==> config.mk <==
export PLATFORM = sky130hd
export DESIGN_NAME = rio_relay_io
export DESIGN_NICKNAME = d
export VERILOG_FILES = /design/src/design/rio_pkg.sv /design/src/design/rio_din_if.sv /design/src/design/rio_din.sv /design/src/design/rio_relay_io.sv
export SDC_FILE = /design/constraint.sdc
export NUM_CORES = 2
export LEC_CHECK = 0
export ABC_AREA = 0
export BUFFER_PORTS_ARGS = -buffer_cell sky130_fd_sc_hd__buf_2
export CORE_ASPECT_RATIO = 1.2
export CORE_MARGIN = 4
export CORE_UTILIZATION = 41
export DETAILED_ROUTE_END_ITERATION = 10
export HOLD_SLACK_MARGIN = 0.03
export PLACE_DENSITY = 0.52
export SLEW_MARGIN = 20
export SYNTH_ARGS = -nofsm -noshare
export SYNTH_HDL_FRONTEND = slang
export SYNTH_SLANG_ARGS = --single-unit
==> constraint.sdc <==
create_clock -name clk -period 3.2 [get_ports clk]
set_input_delay 0.48 -clock clk [delete_from_list [all_inputs] [get_ports clk]]
set_output_delay 0.48 -clock clk [all_outputs]
set_load 0.02 [all_outputs]
==> src/design/rio_pkg.sv <==
// constants, register map and timing for the relay output and contact input block
// assumes a 100 MHz system clock and an APB slave with 8-bit byte addresses
package rio_pkg;

	// ----------------------------------------
	// sizes
	// ----------------------------------------
	localparam int RIO_N_TRIP = 4;
	localparam int RIO_N_ALARM = 5;
	localparam int RIO_N_REL = 10;
	localparam int RIO_N_DI = 6;
	localparam int RIO_N_SIG = 26;
	localparam int RIO_N_EV = 13;
	localparam int RIO_ALARM_BASE = 4;
	localparam int RIO_SF_IDX = 9;
	localparam int RIO_MA_DROP_LO = 7;
	localparam int RIO_MA_DROP_HI = 8;

	// ----------------------------------------
	// register offsets
	// ----------------------------------------
	localparam logic [7:0] RIO_OFS_CTRL = 8'h00;
	localparam logic [7:0] RIO_OFS_LATCH_EN = 8'h04;
	localparam logic [7:0] RIO_OFS_INVERT = 8'h08;
	localparam logic [7:0] RIO_OFS_FORCE_STATE = 8'h0C;
	localparam logic [7:0] RIO_OFS_RELAY_STATE = 8'h10;
	localparam logic [7:0] RIO_OFS_DIRECT = 8'h14;
	localparam logic [7:0] RIO_OFS_IRQ_STATUS = 8'h18;
	localparam logic [7:0] RIO_OFS_IRQ_MASK = 8'h1C;
	localparam logic [7:0] RIO_OFS_DI_STATE = 8'h20;
	localparam logic [7:0] RIO_OFS_DI_INVERT = 8'h24;
	localparam logic [7:0] RIO_OFS_DI_ON_EV = 8'h28;
	localparam logic [7:0] RIO_OFS_DI_OFF_EV = 8'h2C;
	localparam logic [7:0] RIO_OFS_ROUTE = 8'h40;
	localparam logic [7:0] RIO_OFS_PULSE_LEN = 8'h80;
	localparam logic [7:0] RIO_OFS_DI_DELAY = 8'hA0;
	localparam logic [7:0] RIO_OFS_DI_COUNT = 8'hC0;

	// ----------------------------------------
	// field positions and reset values
	// ----------------------------------------
	localparam int RIO_CTRL_FORCE = 0;
	localparam int RIO_CTRL_RELEASE = 1;
	localparam int RIO_CTRL_MA = 2;
	localparam int RIO_EV_ON_LSB = 0;
	localparam int RIO_EV_OFF_LSB = 6;
	localparam int RIO_EV_TIMEOUT = 12;
	localparam logic [9:0] RIO_RST_REL = 10'h000;
	localparam logic [5:0] RIO_RST_DI = 6'h00;

	// ----------------------------------------
	// limits, in 10 ms ticks
	// ----------------------------------------
	localparam logic [13:0] RIO_PULSE_MAX = 14'h270E;
	localparam logic [13:0] RIO_PULSE_INF = 14'h270F;
	localparam logic [12:0] RIO_DELAY_MAX = 13'h1770;

	// ----------------------------------------
	// timing
	// ----------------------------------------
	localparam longint RIO_CLK_HZ = 100_000_000;
	localparam longint RIO_TICK_MS = 10;
	localparam longint RIO_FORCE_MIN = 5;
	localparam logic [19:0] RIO_TICK_CYC = 20'(RIO_CLK_HZ / 1000 * RIO_TICK_MS);
	localparam logic [35:0] RIO_FORCE_CYC = 36'(RIO_FORCE_MIN * 60 * RIO_CLK_HZ);

endpackage : rio_pkg

==> src/design/rio_din_if.sv <==
// signals between the relay core and the contact input conditioner
// assumes both ends share one clock
`timescale 1ns/1ps
`default_nettype none
interface rio_din_if;
	logic tick;
	logic [5:0] raw;
	logic [5:0] inv;
	logic [5:0][12:0] delay;
	logic pre_we;
	logic [2:0] pre_idx;
	logic [15:0] pre_val;
	logic [5:0] state;
	logic [5:0][15:0] cnt;
	logic [5:0] ev_on;
	logic [5:0] ev_off;
	modport ctl (output tick, raw, inv, delay, pre_we, pre_idx, pre_val,
		input state, cnt, ev_on, ev_off);
	modport din (input tick, raw, inv, delay, pre_we, pre_idx, pre_val,
		output state, cnt, ev_on, ev_off);
endinterface : rio_din_if
`default_nettype wire

==> src/design/rio_din.sv <==
// contact input conditioner: polarity, definite delay, edge counters
// assumes raw levels are already synchronised to clk
`timescale 1ns/1ps
`default_nettype none
module rio_din (
	// clock and reset
	input wire logic clk,
	input wire logic rst_n,
	// link to relay core
	rio_din_if.din bus
);
	import rio_pkg::*;

	typedef struct packed {
		logic [5:0] state;
		logic [5:0][15:0] cnt;
		logic [5:0][12:0] tmr;
		logic [5:0] ev_on;
		logic [5:0] ev_off;
	} rio_din_s;

	rio_din_s q;
	rio_din_s d;
	logic [5:0] lvl;

	always_comb
	begin
		d = q;
		d.ev_on = RIO_RST_DI;
		d.ev_off = RIO_RST_DI;
		lvl = bus.raw ^ bus.inv;
		for (int i = 0; i < RIO_N_DI; i++)
		begin
			if (lvl[i] == q.state[i])
			begin
				d.tmr[i] = '0;
			end
			else if (q.tmr[i] >= bus.delay[i])
			begin
				// same delay for both directions
				d.state[i] = lvl[i];
				d.tmr[i] = '0;
				d.ev_on[i] = lvl[i];
				d.ev_off[i] = !lvl[i];
				if (lvl[i])
				begin
					d.cnt[i] = q.cnt[i] + 16'h0001;
				end
			end
			else if (bus.tick)
			begin
				d.tmr[i] = q.tmr[i] + 13'h0001;
			end
			if (bus.pre_we && (32'(bus.pre_idx) == i))
			begin
				d.cnt[i] = bus.pre_val;
			end
		end
	end

	always_ff @(posedge clk or negedge rst_n)
	begin
		if (!rst_n)
		begin
			q <= '0;
		end
		else
		begin
			q <= d;
		end
	end

	assign bus.state = q.state;
	assign bus.cnt = q.cnt;
	assign bus.ev_on = q.ev_on;
	assign bus.ev_off = q.ev_off;
endmodule : rio_din
`default_nettype wire

==> src/design/rio_relay_io.sv <==
// relay output routing, latching, forcing, remote pulses and contact inputs
// assumes an APB master on clk and asynchronous contact and strap pins
//
// Decided for this implementation: the register offsets and the APB slave port.
`timescale 1ns/1ps
`default_nettype none
// Contract
// any internal signal routes to each relay through a mask matrix
// each relay is latched or non-latched by its own setting
// with the current output option the two top alarm relays are absent
// every relay output polarity can be inverted
// forced relay states are writable only while force flag is set
// one force flag covers all relays and detection stage status
// force flag and forced states clear after five minutes
// remote alarm pulse lasts a programmed 0.00 to 99.98 s
// 99.99 s means unlimited; writing zero ends the pulse
// six contact inputs are provided
// each input has polarity and a delay before accepting a change
// conditioned inputs feed routing, blocking and user logic
// the configurer should select ac mode for ac-driven inputs; this block has no ac input mode to select
// input delay is 0.00 to 60.00 s, same both directions
// normal input active edge is rising, inverted input falling
// each input counts active edges, 0 to 65535, presettable
// each input has separate active and inactive edge event enables
// when forcing ends each relay resumes its normal derived state
module rio_relay_io #(
	parameter logic [35:0] FORCE_CYC = rio_pkg::RIO_FORCE_CYC,
	parameter logic [19:0] TICK_CYC = rio_pkg::RIO_TICK_CYC
) (
	// clock and reset
	input wire logic clk,
	input wire logic rst_n,
	// apb slave
	input wire logic psel,
	input wire logic penable,
	input wire logic pwrite,
	input wire logic [7:0] paddr,
	input wire logic [31:0] pwdata,
	output logic [31:0] prdata,
	output logic pready,
	output logic pslverr,
	// pins and internal sources
	input wire logic [rio_pkg::RIO_N_DI-1:0] contact_raw,
	input wire logic ma_option,
	input wire logic [rio_pkg::RIO_N_SIG-1:0] internal_sigs,
	// relay outputs
	output logic [rio_pkg::RIO_N_TRIP-1:0] trip_relay_outputs,
	output logic [rio_pkg::RIO_N_ALARM-1:0] alarm_relay_outputs,
	output logic service_status_relay,
	// conditioned inputs, stage forcing, interrupt
	output logic [rio_pkg::RIO_N_DI-1:0] contact_inputs,
	output logic stage_force,
	output logic irq
);
	import rio_pkg::*;

	// ----------------------------------------
	// state
	// ----------------------------------------
	typedef struct packed {
		logic [5:0] di_s1;
		logic [5:0] di_s2;
		logic ma_s1;
		logic ma_s2;
		logic force_on;
		logic [9:0] latch_en;
		logic [9:0] invert;
		logic [9:0] fstate;
		logic [9:0] latched;
		logic [9:0] rel_out;
		logic [35:0] fcnt;
		logic [19:0] tick_cnt;
		logic tick;
		logic [4:0] pact;
		logic [4:0][13:0] pcnt;
		logic [4:0][13:0] plen;
		logic [9:0][31:0] route;
		logic [5:0] di_inv;
		logic [5:0] on_en;
		logic [5:0] off_en;
		logic [5:0][12:0] delay;
		logic [12:0] ists;
		logic [12:0] imask;
		logic irq;
		logic pready;
		logic pslverr;
		logic [31:0] prdata;
	} rio_main_s;

	rio_main_s q;
	rio_main_s d;
	rio_din_if din ();

	logic [31:0] srcs;
	logic [9:0] src;
	logic [9:0] act;
	logic [9:0] stat;
	logic [12:0] ev_set;
	logic [12:0] ev_clr;
	logic wr;
	logic rel_latch;
	logic [31:0] rd;
	logic rd_ok;
	logic [3:0] pre_i;

	// ----------------------------------------
	// address window decode
	// ----------------------------------------
	function automatic logic rio_win_hit(input logic [7:0] a, input logic [7:0] base,
		input logic [3:0] n);
		logic [8:0] top;
		top = {1'b0, base} + {3'b000, n, 2'b00};
		return (a >= base) && ({1'b0, a} < top) && (a[1:0] == 2'b00);
	endfunction : rio_win_hit

	function automatic logic [3:0] rio_win_idx(input logic [7:0] a, input logic [7:0] base);
		logic [7:0] off;
		off = a - base;
		return off[5:2];
	endfunction : rio_win_idx

	rio_din u_din (
		.clk(clk),
		.rst_n(rst_n),
		.bus(din.din)
	);

	assign din.tick = q.tick;
	assign din.raw = q.di_s2;
	assign din.inv = q.di_inv;
	assign din.delay = q.delay;
	assign din.pre_we = wr && rio_win_hit(paddr, RIO_OFS_DI_COUNT, 4'h6);
	assign pre_i = rio_win_idx(paddr, RIO_OFS_DI_COUNT);
	assign din.pre_idx = pre_i[2:0];
	assign din.pre_val = pwdata[15:0];

	assign wr = psel && penable && q.pready && pwrite && !q.pslverr;
	assign rel_latch = wr && (paddr == RIO_OFS_CTRL) && pwdata[RIO_CTRL_RELEASE];

	// ----------------------------------------
	// read mux
	// ----------------------------------------
	always_comb
	begin
		rd = '0;
		rd_ok = 1'b1;
		if (paddr == RIO_OFS_CTRL)
		begin
			rd[RIO_CTRL_FORCE] = q.force_on;
			rd[RIO_CTRL_MA] = q.ma_s2;
		end
		else if (paddr == RIO_OFS_LATCH_EN) rd[9:0] = q.latch_en;
		else if (paddr == RIO_OFS_INVERT) rd[9:0] = q.invert;
		else if (paddr == RIO_OFS_FORCE_STATE) rd[9:0] = q.fstate;
		else if (paddr == RIO_OFS_RELAY_STATE) rd[9:0] = q.rel_out;
		else if (paddr == RIO_OFS_DIRECT) rd[4:0] = q.pact;
		else if (paddr == RIO_OFS_IRQ_STATUS) rd[12:0] = q.ists;
		else if (paddr == RIO_OFS_IRQ_MASK) rd[12:0] = q.imask;
		else if (paddr == RIO_OFS_DI_STATE) rd[5:0] = din.state;
		else if (paddr == RIO_OFS_DI_INVERT) rd[5:0] = q.di_inv;
		else if (paddr == RIO_OFS_DI_ON_EV) rd[5:0] = q.on_en;
		else if (paddr == RIO_OFS_DI_OFF_EV) rd[5:0] = q.off_en;
		else if (rio_win_hit(paddr, RIO_OFS_ROUTE, 4'hA))
			rd = q.route[rio_win_idx(paddr, RIO_OFS_ROUTE)];
		else if (rio_win_hit(paddr, RIO_OFS_PULSE_LEN, 4'h5))
			rd[13:0] = q.plen[rio_win_idx(paddr, RIO_OFS_PULSE_LEN)];
		else if (rio_win_hit(paddr, RIO_OFS_DI_DELAY, 4'h6))
			rd[12:0] = q.delay[rio_win_idx(paddr, RIO_OFS_DI_DELAY)];
		else if (rio_win_hit(paddr, RIO_OFS_DI_COUNT, 4'h6))
			rd[15:0] = din.cnt[rio_win_idx(paddr, RIO_OFS_DI_COUNT)];
		else rd_ok = 1'b0;
	end

	// ----------------------------------------
	// next state
	// ----------------------------------------
	always_comb
	begin
		d = q;
		d.di_s1 = contact_raw;
		d.di_s2 = q.di_s1;
		d.ma_s1 = ma_option;
		d.ma_s2 = q.ma_s1;
		ev_set = '0;
		ev_clr = '0;

		// 10 ms time base for delays and pulses
		d.tick = (q.tick_cnt == TICK_CYC - 20'h0_0001);
		d.tick_cnt = d.tick ? 20'h0_0000 : q.tick_cnt + 20'h0_0001;

		// routing and latching
		srcs = {internal_sigs, din.state};
		for (int k = 0; k < RIO_N_REL; k++)
		begin
			src[k] = |(q.route[k] & srcs);
		end
		src[RIO_ALARM_BASE +: RIO_N_ALARM] = src[RIO_ALARM_BASE +: RIO_N_ALARM] | q.pact;
		d.latched = rel_latch ? RIO_RST_REL : ((q.latched | src) & q.latch_en);
		act = (src | (q.latched & q.latch_en));
		// normal state is recomputed every cycle so it is ready when forcing stops
		stat = q.force_on ? q.fstate : act;
		d.rel_out = stat ^ q.invert;
		if (q.ma_s2)
		begin
			// those relay drivers belong to the current outputs then
			d.rel_out[RIO_MA_DROP_HI:RIO_MA_DROP_LO] = 2'b00;
		end

		// force watchdog
		d.fcnt = q.force_on ? q.fcnt + 36'h0_0000_0001 : 36'h0_0000_0000;
		if (q.force_on && q.fcnt == FORCE_CYC - 36'h0_0000_0001)
		begin
			d.force_on = 1'b0;
			d.fstate = RIO_RST_REL;
			d.fcnt = '0;
			ev_set[RIO_EV_TIMEOUT] = 1'b1;
		end

		// remote alarm pulses
		for (int a = 0; a < RIO_N_ALARM; a++)
		begin
			if (q.tick && q.pact[a] && q.plen[a] != RIO_PULSE_INF)
			begin
				d.pact[a] = q.pcnt[a] > 14'h0001;
				d.pcnt[a] = q.pcnt[a] - 14'h0001;
			end
		end

		// input events
		ev_set[RIO_EV_ON_LSB +: RIO_N_DI] = din.ev_on & q.on_en;
		ev_set[RIO_EV_OFF_LSB +: RIO_N_DI] = din.ev_off & q.off_en;

		// register writes
		if (wr)
		begin
			if (paddr == RIO_OFS_CTRL)
			begin
				d.force_on = pwdata[RIO_CTRL_FORCE];
				d.fstate = pwdata[RIO_CTRL_FORCE] ? d.fstate : RIO_RST_REL;
			end
			else if (paddr == RIO_OFS_LATCH_EN) d.latch_en = pwdata[9:0];
			else if (paddr == RIO_OFS_INVERT) d.invert = pwdata[9:0];
			else if (paddr == RIO_OFS_FORCE_STATE)
			begin
				if (q.force_on)
				begin
					d.fstate = pwdata[9:0];
				end
			end
			else if (paddr == RIO_OFS_DIRECT)
			begin
				for (int a = 0; a < RIO_N_ALARM; a++)
				begin
					d.pact[a] = pwdata[a] && (q.plen[a] != 14'h0000);
					d.pcnt[a] = q.plen[a];
				end
			end
			else if (paddr == RIO_OFS_IRQ_STATUS) ev_clr = pwdata[12:0];
			else if (paddr == RIO_OFS_IRQ_MASK) d.imask = pwdata[12:0];
			else if (paddr == RIO_OFS_DI_INVERT) d.di_inv = pwdata[5:0];
			else if (paddr == RIO_OFS_DI_ON_EV) d.on_en = pwdata[5:0];
			else if (paddr == RIO_OFS_DI_OFF_EV) d.off_en = pwdata[5:0];
			else if (rio_win_hit(paddr, RIO_OFS_ROUTE, 4'hA))
				d.route[rio_win_idx(paddr, RIO_OFS_ROUTE)] = pwdata;
			else if (rio_win_hit(paddr, RIO_OFS_PULSE_LEN, 4'h5))
				d.plen[rio_win_idx(paddr, RIO_OFS_PULSE_LEN)] =
					(pwdata[13:0] > RIO_PULSE_INF) ? RIO_PULSE_INF : pwdata[13:0];
			else if (rio_win_hit(paddr, RIO_OFS_DI_DELAY, 4'h6))
				d.delay[rio_win_idx(paddr, RIO_OFS_DI_DELAY)] =
					(pwdata[12:0] > RIO_DELAY_MAX) ? RIO_DELAY_MAX : pwdata[12:0];
		end

		// sticky events: a new event beats a clear in the same cycle
		d.ists = (q.ists & ~ev_clr) | ev_set;
		d.irq = |(q.ists & q.imask);

		// apb: answer one cycle after setup, zero wait in access
		d.pready = 1'b0;
		d.pslverr = 1'b0;
		if (psel && !penable)
		begin
			d.pready = 1'b1;
			d.pslverr = !rd_ok;
			d.prdata = rd;
		end
	end

	always_ff @(posedge clk or negedge rst_n)
	begin
		if (!rst_n)
		begin
			q <= '0;
		end
		else
		begin
			q <= d;
		end
	end

	// ----------------------------------------
	// outputs
	// ----------------------------------------
	assign trip_relay_outputs = q.rel_out[RIO_N_TRIP-1:0];
	assign alarm_relay_outputs = q.rel_out[RIO_ALARM_BASE +: RIO_N_ALARM];
	assign service_status_relay = q.rel_out[RIO_SF_IDX];
	assign contact_inputs = din.state;
	assign stage_force = q.force_on;
	assign irq = q.irq;
	assign prdata = q.prdata;
	assign pready = q.pready;
	assign pslverr = q.pslverr;
endmodule : rio_relay_io
`default_nettype wire

-- Word level (Yosys, flattened, before mapping)
Index checks and enable logic that the tools add are counted.
- input bits: 78
- output and inout bits: 52
- register bits: 936
- mux-type cells: 216
- reductions and logical operators: 108
- order comparisons: 28
- bitwise gates (word level): 41
- $add $sub $neg: 23
- equality and inequality tests: 35
- operators by type and width (operator ; count):
    $mux 561 ; 5
    $mux 486 ; 3
    $mux 390 ; 3
    $mux 16 ; 40
    $mux 13 ; 31
    $and 32x32->32 ; 10
    $bwmux 320 ; 1
    $mux 320 ; 1
    $reduce_or 32->1 ; 10
    $mux 26 ; 12
    $mux 78 ; 4
    $mux 10 ; 14
    $mux 70 ; 2
    $bmux 32 s4 ; 1
    $demux 32 s4 ; 1
    $mux 14 ; 9
    $add 16x1->16 const B ; 6
    $mux 90 ; 1
    $mux 22 ; 4
    $mux 84 ; 1
    $add 13x1->13 const B ; 6
    $bwmux 78 ; 1
    $ge 13x13->1 ; 6
    $mux 75 ; 1
    75 further kinds ; 278

-- Longest topological paths before layout
- word-level depth: 40
- mapped depth: 12

-- Cells and area by module
Synthesis repeated with hierarchy kept, for this count alone.
- cell total of the unflattened synthesis: 4918
- area total of the unflattened synthesis: 50920.1 um2
- by module, submodules not included (module ; cells an instance ; seq. area each (um2) ; times used ; area an instance (um2)):
    rio_relay_io ; 3504 ; 18617.9 ; 1 ; 38519.4
    rio_din ; 1414 ; 4804.6 ; 1 ; 12400.6

-- Least setup slack after synthesis
No wires, ideal clock.
- path type: flip-flop to flip-flop
- from: register u_din.q[19] (netlist bit)
- to: register u_din.q, in the netlist u_din.bus.cnt[13]
- setup slack: 0.779 ns
- clock period less this slack: 2.421 ns
- data arrival time: 2.289 ns
- cell stages (with the launch flop): 9
- path through: dfrtp_1 -> ha_1 -> o21ai_0 -> o21a_1 -> nor3_1 -> a211oi_2 -> or4_4 -> and3_1 -> or3_1
- word-level cells in the longest chain between the ends: 3
- RTL lines (item ; line ; RTL):
    start: declaration ; rio_din.sv:22 ; rio_din_s q;
    start signal: assignment ; rio_din.sv:65 ; q <= '0;
    start signal: assignment ; rio_din.sv:69 ; q <= d;
    $ge 13x13->1 ; rio_din.sv:38 ; else if (q.tmr[i] >= bus.delay[i])
    $reduce_bool 2->1 (no line) ; -- ;
    $reduce_and 3->1 (no line) ; -- ;
No other way between the ends.
A chain may end at the register's enable or synchronous reset.

==> summary.md <==
| Metric | Value |
|---|---|
| Highest Signal Layer | `met5` |
| Nets | `between 5k and 6k` |
| Cell row count | `140` |
| Setup crit start kind | `flip-flop` |
| Synthesized net count | `roughly 5k` |
| VDD IR-drop max | `between 0.4 and 0.5 mV` |
| GRT Residual Overflow | `0` |
| Asr flop ratio synth | `between 90% and 100%` |
| CTS tree | `built` |
| Port bufs | `about 130` |
| CP endpoint | `trip_relay_outputs[0]` |
| Clock Skew | `between 0.03 and 0.04 ns` |
| DP HPWL | `between 100000 and 150000 microns` |
| Synth top area share | `46.83%` |
| EDFF count, synth | `0` |
| Worst R2R Setup Slack | `0.38 ns` |
| Initial antenna violation count | `16` |
| Total clock sinks | `936` |
| Peak Freq | `about 0.35 GHz` |
| Reg-to-reg endpoint | `trip_relay_outputs[0]` |
| Slew margin rel. | `47.47%` |
| List of most frequent post-synthesis cells | `dfrtp_1 (936), nand2_1 (464), mux2_2 (397)` |
| Hold/Removal Path Class | `input port to flip-flop` |
| Drt first pass iters | `6` |
| Setup Total Neg Slack | `0 ns` |
| Gr usage total | `between 20% and 30%` |
| Die height | `slightly below 400 microns` |
| Worst Setup Path Type | `flip-flop to flip-flop` |
| Worst-margin pin slew | `between 0.7 and 0.8 ns` |
| Routed Antenna Nets | `0` |
| Clock Pin Slew Worst Setup and Hold Paths | `roughly 0.060 ns` |
| Yosys warns | `0` |
| Stages on the worst setup path | `7` |
| Worst-Skew Late Latency | `around 0.74 ns` |
| Slowest stage delay, CP | `slightly below 0.7 ns` |
| Crit path cell chain | `buf_4, a22oi_1, nand3_1, or4_1, a211oi_1, a21oi_1, xor2_1` |
| Via count | `roughly 40k` |
| First-pass GRT wire length | `roughly 280000 microns` |
| Crit path required time | `between 3 and 4 ns` |
| DR vias/cell | `6.056` |
| Max H-tree Level | `3` |
| Worst Setup SP | `u_din.bus.state[4]` |
| Reg2reg path depth | `7` |
| DR iter-0 viols | `roughly 4k` |
| Critical-path maximum fanout | `9` |
| Synthesized cell area | `around 0.05 sq mm` |
| RSZ-0062 raised after global routing | `no` |
| Met3 routed WL | `around 15000 microns` |
| Share of cells above drive strength 1 | `between 20% and 30%` |
| Critical Path AT | `between 3 and 4 ns` |
| Fin crit period | `~2.8 ns` |
| Buf/Inv on CP | `1` |
| Synth Flop Type | `dfrtp_1` |
| Total Power | `29.11 mW` |
| DRC violations left | `0` |
| CP endpoint kind | `flip-flop` |
| Final setup fails | `0` |
| Slew Viols, Final | `0` |
| Wire per inst | `roughly 29 microns` |
| Final Wtd Congestion | `about 1.0` |
| Max Buffers Root-to-Sink | `3` |
| Dpl cells | `about 6.4k` |
| FF-to-FF Start | `u_din.bus.state[4]` |
| Leakage | `24.82 nW` |
| Post-synth cell types | `around 100` |
| Max_cap viols | `0` |
| Utilization after layout | `47.19%` |
| Non-filler cells, final | `about 6.6k` |
| Fin area | `about 0.057 sq mm` |
| Starting density of the core | `between 40% and 50%` |
| Power Density | `just over 500 mW/mm^2` |
| Die width | `326.8 microns` |
| Slowest cell on crit path | `dfrtp_1` |
| Area contributors post-synth | `dfrtp_1 (47%), mux2_2 (8.9%), mux4_2 (4.5%)` |
| Clock root cell | `clkbuf_16` |
| Area Growth Syn to Fin | `14.36%` |
| Most frequent cell after synthesis | `dfrtp_1` |
| Hold Vio Cnt, Final | `0` |
| CP top delay family | `simple AND/OR/NAND/NOR gates` |
| CTS Buf Count | `about 100` |
| Synthesized area per cell | `about 11 sq um` |
| Seq/Total Area, Yosys | `46.83%` |
| Largest net degree at the start of global routing | `between 90 and 100` |
| Final period utilization | `88.24%` |
| IO Count | `between 100 and 150` |
| Number of global-route vias before repair | `slightly below 40k` |
| Metal1 wirelength | `between 80000 and 90000 microns` |
| Fillers | `around 11k` |
| Yosys reg bits | `about 940` |
| Full die area | `between 0.1 and 0.15 sq mm` |
| Core Region | `0.1212 sq mm` |
| Status | `finished clean` |
| Cell taking the most area after synthesis | `dfrtp_1` |
| Drt total wl | `about 190000 microns` |
| Syn Inst Count | `roughly 4.7k` |
| Met2 routed WL | `85520 microns` |
| Post-DP Area | `around 0.053 sq mm` |
-- cell usage in the layout, fill, tap and decap left out, types with 17 or more instances in the layout --
cell,count
dfrtp_1,935
nand2_1,464
mux2_2,397
o21ai_0,318
nor2_1,317
buf_4,188
a21oi_1,147
nand3_1,139
inv_1,138
xnor2_1,137
xor2_1,133
buf_2,125
clkbuf_16,105
a22oi_1,102
ha_1,102
mux4_2,100
nand4_1,92
mux2i_1,84
a22o_1,71
and3_1,55
nor4_1,47
a221oi_1,45
buf_12,45
nor3_1,37
a211oi_1,36
nor2b_1,26
and2_1,26
clkbuf_8,25
clkbuf_1,25
o22ai_1,22
nand2b_1,21
a221o_1,20
a32o_1,20
o21ai_1,18
or4_1,18
a31oi_1,18
a211o_1,17
-- routing by layer --
metal | track usage (%) | up-vias
li1 | - | 17351
met1 | 40.03 | 20120
met2 | 45.68 | 1761
met3 | 5.451 | 478
met4 | 13.93 | 4
met5 | 0 | -
-- power by group --
group	internal, mW	switching, mW
clock network	7.84	5.33
registers	12.3	0.764
logic	1.08	1.80
total	21.2	7.89
-- cells by family after synthesis --
logic type                 Yosys count  synth area share, %
muxes                              585                15.21
and+or+nand+nor                   1362                13.26
DFF                                936                46.83
xor gates and xnor gates           270                4.728
AOI/OAI and AO/OA                  965                12.89
adders and majority gates          102                2.552
buffers and inverters              492                4.530
-- timing repair --
| action | CTS | global route |
|---|---|---|
| setup buffers | 0 | 0 |
| gates resized for setup | 0 | 0 |
| hold buffers | 8 | 0 |
| hold endpoints to repair | 68 | 0 |
-- metrics by stage --
step	worst slack [ns]	hold slack, ns
global route	0.2210	0.1400
detailed placement	0.01943	0.3347
floorplan	0.7795	0.1844
global placement	0.01297	0.3312
finish	0.3764	0.1484
CTS	0.3933	0.09960
-- cell type report --
class / instances / area (sq um) / area share (%)
flip-flops and latches: 936 / 23420 / 40.95
clock buffers: 154 / 3052 / 5.335
multi-input cells: 3284 / 24400 / 42.65
repair buffers: 369 / 3062 / 5.353
diodes: 3 / 7.507 / 0.01312
well taps: 1633 / 2043 / 3.572
clock inverters: 39 / 688.2 / 1.203
inverters: 140 / 525.5 / 0.9187
-- worst min path at each step --
stage	cells past startpoint	endpoint	start
final	2	flip-flop	pwdata[17]
after floorplan	0	asynchronous set/reset pin	rst_n
after detailed placement	0	din.raw[0]	d[732]
after global routing	2	flip-flop	pwdata[17]
after global placement	0	din.raw[2]	d[734]
after CTS	2	flip-flop	pwdata[17]
(Power assumes the default switching activity.)
